## config.mk

```make
export PLATFORM = sky130hd
export DESIGN_NAME = buffer_transfer_load_clear_unit
export DESIGN_NICKNAME = d
export VERILOG_FILES = /design/src/xfer_pkg.sv /design/src/pair_buffer.sv /design/src/buffer_transfer_load_clear_unit.sv
export SDC_FILE = /design/constraint.sdc
export NUM_CORES = 2
export LEC_CHECK = 0
export BUFFER_PORTS_ARGS = -buffer_cell sky130_fd_sc_hd__buf_2
export CAP_MARGIN = 10
export CORE_MARGIN = 2
export CORE_UTILIZATION = 25
export DETAILED_ROUTE_END_ITERATION = 7
export PLACE_DENSITY_LB_ADDON = 0.08
export REMOVE_ABC_BUFFERS = 1
export SLEW_MARGIN = 25
export SYNTH_ARGS = -nofsm -noshare
export SYNTH_HDL_FRONTEND = slang
export SYNTH_HIERARCHICAL = 1
export SYNTH_SLANG_ARGS = --single-unit
export TNS_END_PERCENT = 20
```

## constraint.sdc

```tcl
create_clock -name clk_sys_i -period 31 [get_ports clk_sys_i]
set_clock_uncertainty 0.1 [all_clocks]
set_input_delay 0 -clock clk_sys_i [delete_from_list [all_inputs] [get_ports clk_sys_i]]
set_output_delay 0 -clock clk_sys_i [all_outputs]
set_load 0.1 [all_outputs]
```

## src/xfer_pkg.sv

```systemverilog
package xfer_pkg;

  // ==========================================================================
  // Character and word geometry
  // ==========================================================================
  localparam int CHAR_W       = 6;
  localparam int WORD_CHARS   = 12;
  localparam int BUF_WORDS    = 10;
  localparam int BUF_CHARS    = 120;
  localparam int POS_W        = 7;
  localparam int WORD_W       = CHAR_W * WORD_CHARS;
  localparam int LOW_WORD     = 9;
  localparam int LOW_POS      = 0;
  localparam int POINTER_DIG  = 7;

  // ==========================================================================
  // Operation codes (two characters, S suffix)
  // ==========================================================================
  localparam logic [11:0] OP_BUFFER_COPY  = 12'h0_8D3;
  localparam logic [11:0] OP_LOAD_POINTER = 12'h0_C53;
  localparam logic [11:0] OP_LOAD_ROTATE  = 12'h0_C93;
  localparam logic [11:0] OP_CLEAR_TRACK  = 12'h0_CD3;

  // ==========================================================================
  // Location classes decoded upstream from U and W addresses
  // ==========================================================================
  localparam logic [2:0] LOC_INVALID   = 3'h0;
  localparam logic [2:0] LOC_DRUM_WORD = 3'h1;
  localparam logic [2:0] LOC_STORE_FLD = 3'h2;
  localparam logic [2:0] LOC_STAGING   = 3'h3;
  localparam logic [2:0] LOC_PATTERN   = 3'h4;
  localparam logic [2:0] LOC_DRUM_PAT  = 3'h5;

  // Space code and clock-independent constants
  localparam logic [5:0] SPACE_CODE    = 6'h0_0;
  localparam logic [6:0] LEN_ZERO      = 7'h0_0;
  localparam logic [6:0] LEN_ONE       = 7'h0_1;
  localparam logic [6:0] LEN_FULL      = 7'h7_8;
  localparam logic [6:0] LEN_FIELD_MAX = 7'h7_7;
  localparam logic [6:0] LEN_WORD      = 7'h0_C;

endpackage : xfer_pkg

```

## src/pair_buffer.sv

```systemverilog
`timescale 1ns/1ps
// ============================================================================
// Two-entry buffer: a receiver stall never drops a character
// ============================================================================
module pair_buffer #(
  parameter int WIDTH = 8
) (
  input  wire logic             clk_sys_i,
  input  wire logic             reset_i,
  input  wire logic             enable_i,
  input  wire logic             in_valid_i,
  output logic                  in_ready_o,
  input  wire logic [WIDTH-1:0] in_data_i,
  output logic                  out_valid_o,
  input  wire logic             out_ready_i,
  output logic [WIDTH-1:0]      out_data_o
);

  logic [WIDTH-1:0] slot_reg [2];
  logic [WIDTH-1:0] slot_next [2];
  logic [1:0]       count_reg;
  logic [1:0]       count_next;
  logic             valid_reg;
  logic             valid_next;
  logic             push;
  logic             pop;

  // Next state: slot 0 is always the head
  always_comb
  begin
    push         = in_valid_i && (count_reg != 2'h2);
    pop          = out_ready_i && (count_reg != 2'h0);
    slot_next[0] = slot_reg[0];
    slot_next[1] = slot_reg[1];
    count_next   = count_reg;
    if (pop)
    begin
      slot_next[0] = slot_reg[1];
    end
    if (push)
    begin
      if (count_reg == 2'h0 || (count_reg == 2'h1 && pop))
        slot_next[0] = in_data_i;
      else if (pop)
        slot_next[1] = in_data_i;
      else
        slot_next[1] = in_data_i;
    end
    count_next = 2'(count_reg + {1'b0, push} - {1'b0, pop});
    // Valid kept in its own flop so the top output leaves a register
    valid_next = (count_next != 2'h0);
  end

  // Registers
  always_ff @(posedge clk_sys_i or posedge reset_i)
  begin
    if (reset_i)
    begin
      slot_reg[0] <= '0;
      slot_reg[1] <= '0;
      count_reg   <= 2'h0;
      valid_reg   <= 1'b0;
    end
    else if (enable_i)
    begin
      slot_reg[0] <= slot_next[0];
      slot_reg[1] <= slot_next[1];
      count_reg   <= count_next;
      valid_reg   <= valid_next;
    end
  end

  assign in_ready_o  = (count_reg != 2'h2);
  assign out_valid_o = valid_reg;
  assign out_data_o  = slot_reg[0];

endmodule // pair_buffer

```

## src/buffer_transfer_load_clear_unit.sv

```systemverilog
`timescale 1ns/1ps
module buffer_transfer_load_clear_unit #(
  parameter int CHAR_W = xfer_pkg::CHAR_W
) (
  input  wire logic              clk_sys_i,
  input  wire logic              reset_i,
  input  wire logic              enable_i,
  // Instruction strobe and active instruction word sections
  input  wire logic              start_i,
  input  wire logic [11:0]       op_code_i,
  input  wire logic [17:0]       u_section_i,
  input  wire logic [17:0]       v_section_i,
  input  wire logic [17:0]       w_section_i,
  input  wire logic [5:0]        step_code_i,
  // Location classes and lengths decoded from U and W addresses
  input  wire logic [2:0]        src_class_i,
  input  wire logic [6:0]        src_len_i,
  input  wire logic [2:0]        dst_class_i,
  input  wire logic [6:0]        dst_len_i,
  // Source character stream, lowest-order first
  input  wire logic              src_valid_i,
  output logic                   src_ready_o,
  input  wire logic [CHAR_W-1:0] src_char_i,
  // Destination character stream, lowest-order first
  output logic                   dst_valid_o,
  input  wire logic              dst_ready_i,
  output logic [CHAR_W-1:0]      dst_char_o,
  // Results
  output logic [41:0]            bulk_store_pointer_o,
  output logic                   pointer_load_o,
  output logic [71:0]            rotate_holding_word_o,
  output logic                   rotate_load_o,
  output logic                   halt_o,
  output logic                   done_o,
  output logic [5:0]             step_code_o
);

  // ==========================================================================
  // Types and state
  // ==========================================================================
  typedef enum logic [5:0] {
    ST_IDLE  = 6'b00_0001,
    ST_FILL  = 6'b00_0010,
    ST_SEND  = 6'b00_0100,
    ST_CLEAR = 6'b00_1000,
    ST_DRAIN = 6'b01_0000,
    ST_END   = 6'b10_0000
  } seq_state_type;

  localparam int POS_W = xfer_pkg::POS_W;

  seq_state_type     state_reg, state_next;
  logic [CHAR_W-1:0] stage_reg [xfer_pkg::BUF_CHARS];
  logic [POS_W-1:0]  pos_reg, pos_next;
  logic [POS_W-1:0]  limit_reg, limit_next;
  logic              send_after_reg, send_after_next;
  logic [5:0]        step_reg, step_next;
  logic [41:0]       pointer_reg, pointer_next;
  logic [71:0]       rotate_reg, rotate_next;
  logic              pointer_load_reg, pointer_load_next;
  logic              rotate_load_reg, rotate_load_next;
  logic              halt_reg, halt_next;
  logic              done_reg, done_next;
  logic              src_ready_reg, src_ready_next;
  logic              stage_we;
  logic [POS_W-1:0]  stage_waddr;
  logic              buf_in_valid;
  logic              buf_in_ready;
  logic [CHAR_W-1:0] buf_in_data;
  logic              buf_out_valid;
  logic [CHAR_W-1:0] buf_out_data;
  logic              src_ok;
  logic              dst_ok;
  logic              src_stage;
  logic              dst_stage;

  // ==========================================================================
  // Location checks: staging addresses are matched by class only, so the
  // low-order address character never reaches this block
  // ==========================================================================
  always_comb
  begin
    src_stage = (src_class_i == xfer_pkg::LOC_STAGING);
    dst_stage = (dst_class_i == xfer_pkg::LOC_STAGING);
    case (src_class_i)
      xfer_pkg::LOC_DRUM_WORD: src_ok = (src_len_i == xfer_pkg::LEN_WORD);
      xfer_pkg::LOC_STORE_FLD: src_ok = (src_len_i >= xfer_pkg::LEN_ONE)
                                        && (src_len_i <= xfer_pkg::LEN_FULL);
      xfer_pkg::LOC_STAGING:   src_ok = 1'b1;
      default:                 src_ok = 1'b0;
    endcase
    case (dst_class_i)
      xfer_pkg::LOC_DRUM_WORD: dst_ok = (dst_len_i == xfer_pkg::LEN_WORD);
      xfer_pkg::LOC_STORE_FLD: dst_ok = (dst_len_i >= xfer_pkg::LEN_ONE)
                                        && (dst_len_i <= xfer_pkg::LEN_FULL);
      xfer_pkg::LOC_PATTERN,
      xfer_pkg::LOC_DRUM_PAT:  dst_ok = (dst_len_i == xfer_pkg::LEN_FULL);
      xfer_pkg::LOC_STAGING:   dst_ok = 1'b1;
      default:                 dst_ok = 1'b0;
    endcase
  end

  // ==========================================================================
  // Sequencer next state
  // ==========================================================================
  always_comb
  begin
    state_next        = state_reg;
    pos_next          = pos_reg;
    limit_next        = limit_reg;
    send_after_next   = send_after_reg;
    step_next         = step_reg;
    pointer_next      = pointer_reg;
    rotate_next       = rotate_reg;
    pointer_load_next = 1'b0;
    rotate_load_next  = 1'b0;
    halt_next         = halt_reg;
    done_next         = 1'b0;
    src_ready_next    = 1'b0;
    stage_we          = 1'b0;
    stage_waddr       = pos_reg;
    buf_in_valid      = 1'b0;
    buf_in_data       = stage_reg[pos_reg];
    case (state_reg)
      ST_IDLE:
      begin
        if (start_i && !halt_reg)
        begin
          step_next = step_code_i;
          pos_next  = xfer_pkg::LEN_ZERO;  // Index 0 is word 9 position S
          case (op_code_i)
            xfer_pkg::OP_BUFFER_COPY:
            begin
              // V address plays no part in the copy
              if (!src_ok || !dst_ok)
                halt_next = 1'b1;
              else if (src_stage && dst_stage)
                state_next = ST_END;
              else if (src_stage)
              begin
                limit_next = dst_len_i;  // Count set by destination
                state_next = ST_SEND;
              end
              else
              begin
                limit_next      = src_len_i;
                send_after_next = !dst_stage;
                src_ready_next  = 1'b1;
                state_next      = ST_FILL;
              end
            end
            xfer_pkg::OP_LOAD_POINTER:
            begin
              // Target is fixed, no destination decode
              pointer_next      = {u_section_i[11:0], v_section_i, w_section_i[17:6]};
              pointer_load_next = 1'b1;
              state_next        = ST_END;
            end
            xfer_pkg::OP_LOAD_ROTATE:
            begin
              rotate_next      = {u_section_i, v_section_i, w_section_i,
                                  op_code_i, step_code_i};
              rotate_load_next = 1'b1;
              state_next       = ST_END;
            end
            xfer_pkg::OP_CLEAR_TRACK:
            begin
              limit_next = xfer_pkg::LEN_FULL;  // U and V ignored
              state_next = ST_CLEAR;
            end
            default:
            begin
              state_next = ST_IDLE;
            end
          endcase
        end
      end
      ST_FILL:
      begin
        // Only source positions are written; higher ones keep old data
        src_ready_next = 1'b1;
        if (src_valid_i && src_ready_reg)
        begin
          stage_we    = 1'b1;
          stage_waddr = pos_reg;
          pos_next    = POS_W'(pos_reg + 1'b1);
          if (pos_next == limit_reg)
          begin
            src_ready_next = 1'b0;
            pos_next       = xfer_pkg::LEN_ZERO;
            limit_next     = dst_len_i;
            state_next     = send_after_reg ? ST_SEND : ST_END;
          end
        end
      end
      ST_SEND:
      begin
        // Upper destination positions take older staging data
        buf_in_valid = 1'b1;
        buf_in_data  = stage_reg[pos_reg];
        if (buf_in_ready)
        begin
          pos_next = POS_W'(pos_reg + 1'b1);
          if (pos_next == limit_reg)
            state_next = ST_DRAIN;  // Rest of staging is not sent
        end
      end
      ST_CLEAR:
      begin
        buf_in_valid = 1'b1;
        buf_in_data  = xfer_pkg::SPACE_CODE;  // Spaces made internally
        if (buf_in_ready)
        begin
          pos_next = POS_W'(pos_reg + 1'b1);
          if (pos_next == limit_reg)
            state_next = ST_DRAIN;
        end
      end
      ST_DRAIN:
      begin
        // Completion waits until the receiver has taken every character
        if (!buf_out_valid)
          state_next = ST_END;
      end
      ST_END:
      begin
        done_next  = 1'b1;  // Sub-step per S/C
        state_next = ST_IDLE;
      end
      default:
      begin
        state_next = ST_IDLE;
      end
    endcase
  end

  // ==========================================================================
  // Sequencer registers
  // ==========================================================================
  always_ff @(posedge clk_sys_i or posedge reset_i)
  begin
    if (reset_i)
    begin
      state_reg        <= ST_IDLE;
      pos_reg          <= '0;
      limit_reg        <= '0;
      send_after_reg   <= 1'b0;
      step_reg         <= '0;
      pointer_reg      <= '0;
      rotate_reg       <= '0;
      pointer_load_reg <= 1'b0;
      rotate_load_reg  <= 1'b0;
      halt_reg         <= 1'b0;
      done_reg         <= 1'b0;
      src_ready_reg    <= 1'b0;
    end
    else if (enable_i)
    begin
      state_reg        <= state_next;
      pos_reg          <= pos_next;
      limit_reg        <= limit_next;
      send_after_reg   <= send_after_next;
      step_reg         <= step_next;
      pointer_reg      <= pointer_next;
      rotate_reg       <= rotate_next;
      pointer_load_reg <= pointer_load_next;
      rotate_load_reg  <= rotate_load_next;
      halt_reg         <= halt_next;
      done_reg         <= done_next;
      src_ready_reg    <= src_ready_next;
    end
  end

  // ==========================================================================
  // Staging buffer storage, one flip-flop group per character position
  // ==========================================================================
  genvar g;
  generate
    for (g = 0; g < xfer_pkg::BUF_CHARS; g++)
    begin : g_stage
      logic [CHAR_W-1:0] cell_next;
      always_comb
      begin
        cell_next = stage_reg[g];
        if (stage_we && stage_waddr == POS_W'(g))
          cell_next = src_char_i;
      end
      always_ff @(posedge clk_sys_i or posedge reset_i)
      begin
        if (reset_i)
          stage_reg[g] <= '0;
        else if (enable_i)
          stage_reg[g] <= cell_next;
      end
    end
  endgenerate

  // ==========================================================================
  // Output buffer toward the destination; register stage keeps outputs flopped
  // ==========================================================================
  pair_buffer #(
    .WIDTH (CHAR_W)
  ) u_out_buf (
    .clk_sys_i   (clk_sys_i),
    .reset_i     (reset_i),
    .enable_i    (enable_i),
    .in_valid_i  (buf_in_valid),
    .in_ready_o  (buf_in_ready),
    .in_data_i   (buf_in_data),
    .out_valid_o (buf_out_valid),
    .out_ready_i (dst_ready_i),
    .out_data_o  (buf_out_data)
  );

  assign src_ready_o           = src_ready_reg;
  assign dst_valid_o           = buf_out_valid;
  assign dst_char_o            = buf_out_data;
  assign bulk_store_pointer_o  = pointer_reg;
  assign pointer_load_o        = pointer_load_reg;
  assign rotate_holding_word_o = rotate_reg;
  assign rotate_load_o         = rotate_load_reg;
  assign halt_o                = halt_reg;
  assign done_o                = done_reg;
  assign step_code_o           = step_reg;

endmodule // buffer_transfer_load_clear_unit

```

* Word level (Yosys, flattened, before mapping)
Index checks and enable logic that the tools add are counted.
** Word-level totals
- Output and inout bits :: 132
- Register bits after elaboration :: 881
** Cells by class
- Mux-type cells :: 53
- Add/subtract/negate cells :: 3
- Magnitude comparators :: 5
- Reduce and logical (&&, ||, !) cells :: 272
- Bitwise operators :: 5
- Eq/ne operators :: 152
** Operator list (count)
- 7-bit == test, second input constant :: 57
- 2-bit AND reduction :: 120
- 7-bit by 6-bit == test with 1-bit output, second input constant :: 32
- 1-bit logical AND :: 128
- 7-bit by 5-bit == test with 1-bit output, second input constant :: 16
- 6-bit two-way mux :: 15
- 7-bit by 4-bit == test with 1-bit output, second input constant :: 10
- 7-bit two-way mux :: 10
- 12-bit == test, second input constant :: 4
- 6-bit binary-select mux with 7-bit select :: 1
- 7-bit by 3-bit == test with 1-bit output, second input constant :: 4
- 7-bit one-hot mux with 2 select lines :: 2
- 6-bit one-hot mux with 4 select lines :: 1
- 7-bit one-hot mux with 3 select lines :: 1
- 6-bit one-hot mux with 3 select lines :: 1
- 1-bit two-way mux :: 17
- 8-bit AND reduction :: 2
- 7-bit by 2-bit == test with 1-bit output, second input constant :: 2
- 7-bit by 1-bit greater-or-equal comparator with 1-bit output, second input constant :: 2
- 7-bit less-or-equal comparator, second input constant :: 2
- 3-bit by 2-bit == test with 1-bit output, second input constant :: 4
- 12-bit two-way mux :: 1
- 2-bit != test, second input constant :: 5
- 5-bit AND reduction :: 2
- other kinds (34) :: 51

* Longest topological paths before layout
- Depth in word-level cells :: 9
- Gate-level depth with buffers :: 13
- Mapped depth without buffers :: 8

* Modules after synthesis
Netlist, hierarchy kept.
** By module, submodules not included
- buffer_transfer_load_clear_unit :: cells an instance 2754, instances 1, sequential area each 21672.0 µm², area each 39998.4 µm²
- pair_buffer :: cells an instance 61, instances 1, sequential area each 375.4 µm², area each 774.5 µm²

* Least setup slack after synthesis
OpenSTA, ideal clock, no wires.
- Path kind :: flip-flop to flip-flop
- Start point :: register pos_reg[1]
- End point :: register limit_reg[0]
- Path buffers :: 5
- Setup time :: 0.125 ns
- Cell stages (with the launch flop) :: 14
- Setup slack :: 27.547 ns
- Arrival time :: 3.228 ns
- Cells stage by stage :: dfrtp_1 -> buf_6 -> buf_4 -> buf_4 -> buf_2 -> buf_2 -> inv_1 -> ha_1 -> xnor2_1 -> nand2_1 -> nor4_2 -> nand4_1 -> a221oi_4 -> mux2_2
** On the way
- Cells in the longest elaborated chain, start to end :: 4
** Ends and longest elaborated chain
- from (decl) :: RTL line buffer_transfer_load_clear_unit.sv:54 : logic [POS_W-1:0] pos_reg, pos_next;
- from (signal assigned) :: RTL line buffer_transfer_load_clear_unit.sv:260 : pos_reg <= pos_next;
- 7-bit by 1-bit adder with 7-bit output :: RTL line buffer_transfer_load_clear_unit.sv:186 : pos_next = POS_W'(pos_reg + 1'b1);
- 7-bit == test :: RTL line buffer_transfer_load_clear_unit.sv:187 : if (pos_next == limit_reg)
- 2-bit != test (no line)
- 8-bit AND reduction (no line)
- to (signal assigned) :: RTL line buffer_transfer_load_clear_unit.sv:261 : limit_reg <= limit_next;
- to (decl) :: RTL line buffer_transfer_load_clear_unit.sv:55 : logic [POS_W-1:0] limit_reg, limit_next;
No other way between the ends.
A chain may end at the register's enable or synchronous reset.

* Worst setup path after layout
- Start point :: register pos_reg[0]
- End point :: register limit_reg[5]
The elaborated chain is that of the path after synthesis.

==> results.cfg <==
[run_status]
status = finished, final reports clean

[cts]
path_clk_slew_ns = 0.06
post_cts.repair.setup_buffers = 0
clock_path_buffers = 3
cts_tree = built
cts_buffers = 109
cts-root-buf = clkbuf_16
htree_levels = 3
cts.sinks = 881
clk_latency_ns = 0.72
post_cts_hold_buffer_count = 188
cts.repair.resized = 0

[synth]
synthCells = 2815
yosysSeqAreaShare_pct = 54.1
ys.flop_type = dfrtp_1
synth_cell_types = 91
ys_seq_elements = 881
syn_area_per_cell_um2 = 14.5
synth-edff-count = 0
synth_area_um2 = 40800
synthArstFlopShare_pct = 100
ys_warn_count = 6

[setup_path]
cpPeakStageDelay_ns = 0.93
worstSetupPathType = reg2reg
path_cells = buf_12 > inv_1 > buf_4 > ha_1 > xnor2_1 > nand2_1 > nor4_2 > nand4_1 > a221oi_4 > mux2_2 > dlygate4sd3_1
regToRegSetupSlack_ns = 25.95
r2r_cells = 11
critPathSlowestCell = dfrtp_4
crit_path_end_kind = register
cp-start-kind = register
critPathRequiredTime_ns = 31.49
arrival_ns = 5.54
r2r-start = pos_reg[0]$_DFFE_PP0P_
r2r-end = limit_reg[5]$_DFFE_PP0P_
crit_fanout = 65

[power]
p_int_w = 0.00197
p_leak_nw = 23.3
clkPwrFrac_pct = 47.3
pwr-share-comb_pct = 8.2
power.density_nw_per_um2 = 53.8
power.switching_w = 0.000709
p_seq_share_pct = 44.4
irDropWorstVdd_v = 0.0000560
swShare_pct = 26.5

[timing]
slew_viol_final = 0
fmax_mhz = 198
rsz0062_at_grt = no
finalSetupViolations = 0
tns_ns = 0
relSlewSlack_pct = 27.4
finalHoldViolCount = 0
finalCriticalPeriod_ns = 5.05
fin_ws_ns = 25.95
period_share_pct = 16.3
tightest_slew_ns = 1.08

[drt]
vias = 25900
viasPerCell = 4.73
wl_per_cell_um = 25.5
first_pass_iters = 5
postRouteAntennaNets = 0
wl_um = 139000
drt-initial-drc-count = 1581
drc = 0

[final_layout]
largest_reg_flops = 720
syn2layout_area_growth_pct = 22.0
finalNetCount = 3313
drive_above_1_share_pct = 45.3

[min_path]
min_from = op_code_i[4]
hold_path_class = in2reg
hold_path_depth = 7
min_to = state_reg[0]$_DFFE_PP1P_

[placement]
hpwlAfterDp_um = 89300
preCtsSetupSlack_ns = 25.98
gp_congestion = 0.753
portBuffers = 235

[global_route]
grt_pass1_wl_um = 205000
antenna_found_initial = 5
first_global_vias = 28200
grt_max_degree = 182
grt_overflow_total = 0
track_usage_pct = 16.7

[job]
drv_cap = 0

[die]
start_util_pct = 25.1
die_w_um = 408
ioPinCount = 236
die_area_um2 = 166000
coreArea_um2 = 162000
die_y_um = 408
rows = 148
## synth_stat cells, types with 18 or more instances
master | instances | share of area [%]
clkbuf_1 | 107 | 0.99
nor2_1 | 73 | 0.67
mux2i_1 | 131 | 3.2
buf_4 | 37 | 0.68
nand3_1 | 48 | 0.59
mux4_2 | 123 | 6.8
a22oi_1 | 51 | 0.94
mux2_2 | 843 | 23
a21oi_1 | 19 | 0.23
dfrtp_1 | 880 | 54
nor2b_1 | 18 | 0.28
buf_2 | 34 | 0.42
nand2_1 | 135 | 1.2
## layout make-up
class                           count  area, µm²
Fill cell                       16200     113000
Sequential cell                   881      22100
Multi-Input combinational cell   1727      17800
Timing Repair Buffer              473       3550
Clock buffer                      168       3260
Tap cell                         2175       2720
Clock inverter                     27        295
Inverter                           12       52.6
Antenna cell                        1       2.50
## cell usage in the layout, fill, tap and decap left out, types with 17 or more instances in the layout
cell / n
a21oi_1: 19
a22oi_1: 51
buf_2: 229
buf_4: 48
clkbuf_1: 29
clkbuf_16: 110
clkbuf_8: 29
clkinv_2: 17
dfrtp_1: 876
dlygate4sd3_1: 188
mux2_2: 843
mux2i_1: 131
mux4_2: 123
nand2_1: 135
nand3_1: 48
nor2_1: 69
## metrics by stage
stage	utilization, %	cells	power [W]	instance area [µm²]	hold slack [ns]
finish	30.6	5464	0.00268	49800	0.103
global route	30.6	5463	0.00278	49800	0.112
CTS	30.6	5461	0.00272	49700	0.0427
detailed placement	27.3	5078	0.00142	44300	0.0992
global placement	27.2	5076	0.00141	44200	0.0794
floorplan	-	2620	0.00133	39800	-0.199
## logic make-up (layout without fill, tap and decap cells)
kind of cell | count (synthesis) | in the layout | share of synthesized area (%)
compound gates | 186 | 186 | 3.49
xor+xnor | 17 | 17 | 0.365
fa+ha+maj | 5 | 5 | 0.153
buf+inv | 207 | 680 | 2.54
flops | 881 | 881 | 54.1
mux | 1119 | 1119 | 34.2
other cells | 0 | 1 | 0
simple gates | 400 | 400 | 5.19
## worst max-delay path: cells and delay by family, from the launching register on
family,cells,cell delay [ns]
buffers and inverters,4,1.69
and+or+nand+nor,3,0.67
AOI/OAI and AO/OA,1,0.47
muxes,1,0.39
DFF,1,0.93
adders and majority gates,1,0.43
xor gates and xnor gates,1,0.16
## metal layers
metal / up-vias / track usage (%) / wire, µm
met4: 0 / 4.00 / 2970
li1: 11200 / - / -
met5: - / 0 / 0
met1: 14100 / 22.4 / 63100
met3: 175 / 2.52 / 4740
met2: 414 / 28.2 / 68400
## worst max path at each step
| stage | startpoint | to | slack (ns) | depth (start not counted) |
|---|---|---|---|---|
| finish | pos_reg[0]$_DFFE_PP0P_ | limit_reg[5]$_DFFE_PP0P_ | 25.95 | 11 |
| global route | pos_reg[0]$_DFFE_PP0P_ | limit_reg[3]$_DFFE_PP0P_ | 25.52 | 11 |
| CTS | pos_reg[0]$_DFFE_PP0P_ | limit_reg[0]$_DFFE_PP0P_ | 25.81 | 11 |
| detailed placement | pos_reg[1]$_DFFE_PP0P_ | u_out_buf/out_data_o[2]$_DFFE_PP0P_ | 25.98 | 10 |
| global placement | pos_reg[1]$_DFFE_PP0P_ | u_out_buf/out_data_o[2]$_DFFE_PP0P_ | 25.94 | 10 |
| floorplan | reset_i | bulk_store_pointer_o[0]$_DFFE_PP0P_ | 6.56 | 1 |
## power by group through the flow
stage / logic [W] / registers, W / clock network, W
after floorplan: 0.0000683 / 0.00127 / 0
after global placement: 0.000203 / 0.00121 / 0
after detailed placement: 0.000206 / 0.00121 / 0
after CTS: 0.000224 / 0.00119 / 0.00131
after global routing: 0.000237 / 0.00119 / 0.00136
final: 0.000220 / 0.00119 / 0.00127
No activity file was read; power rests on OpenSTA's default activity.
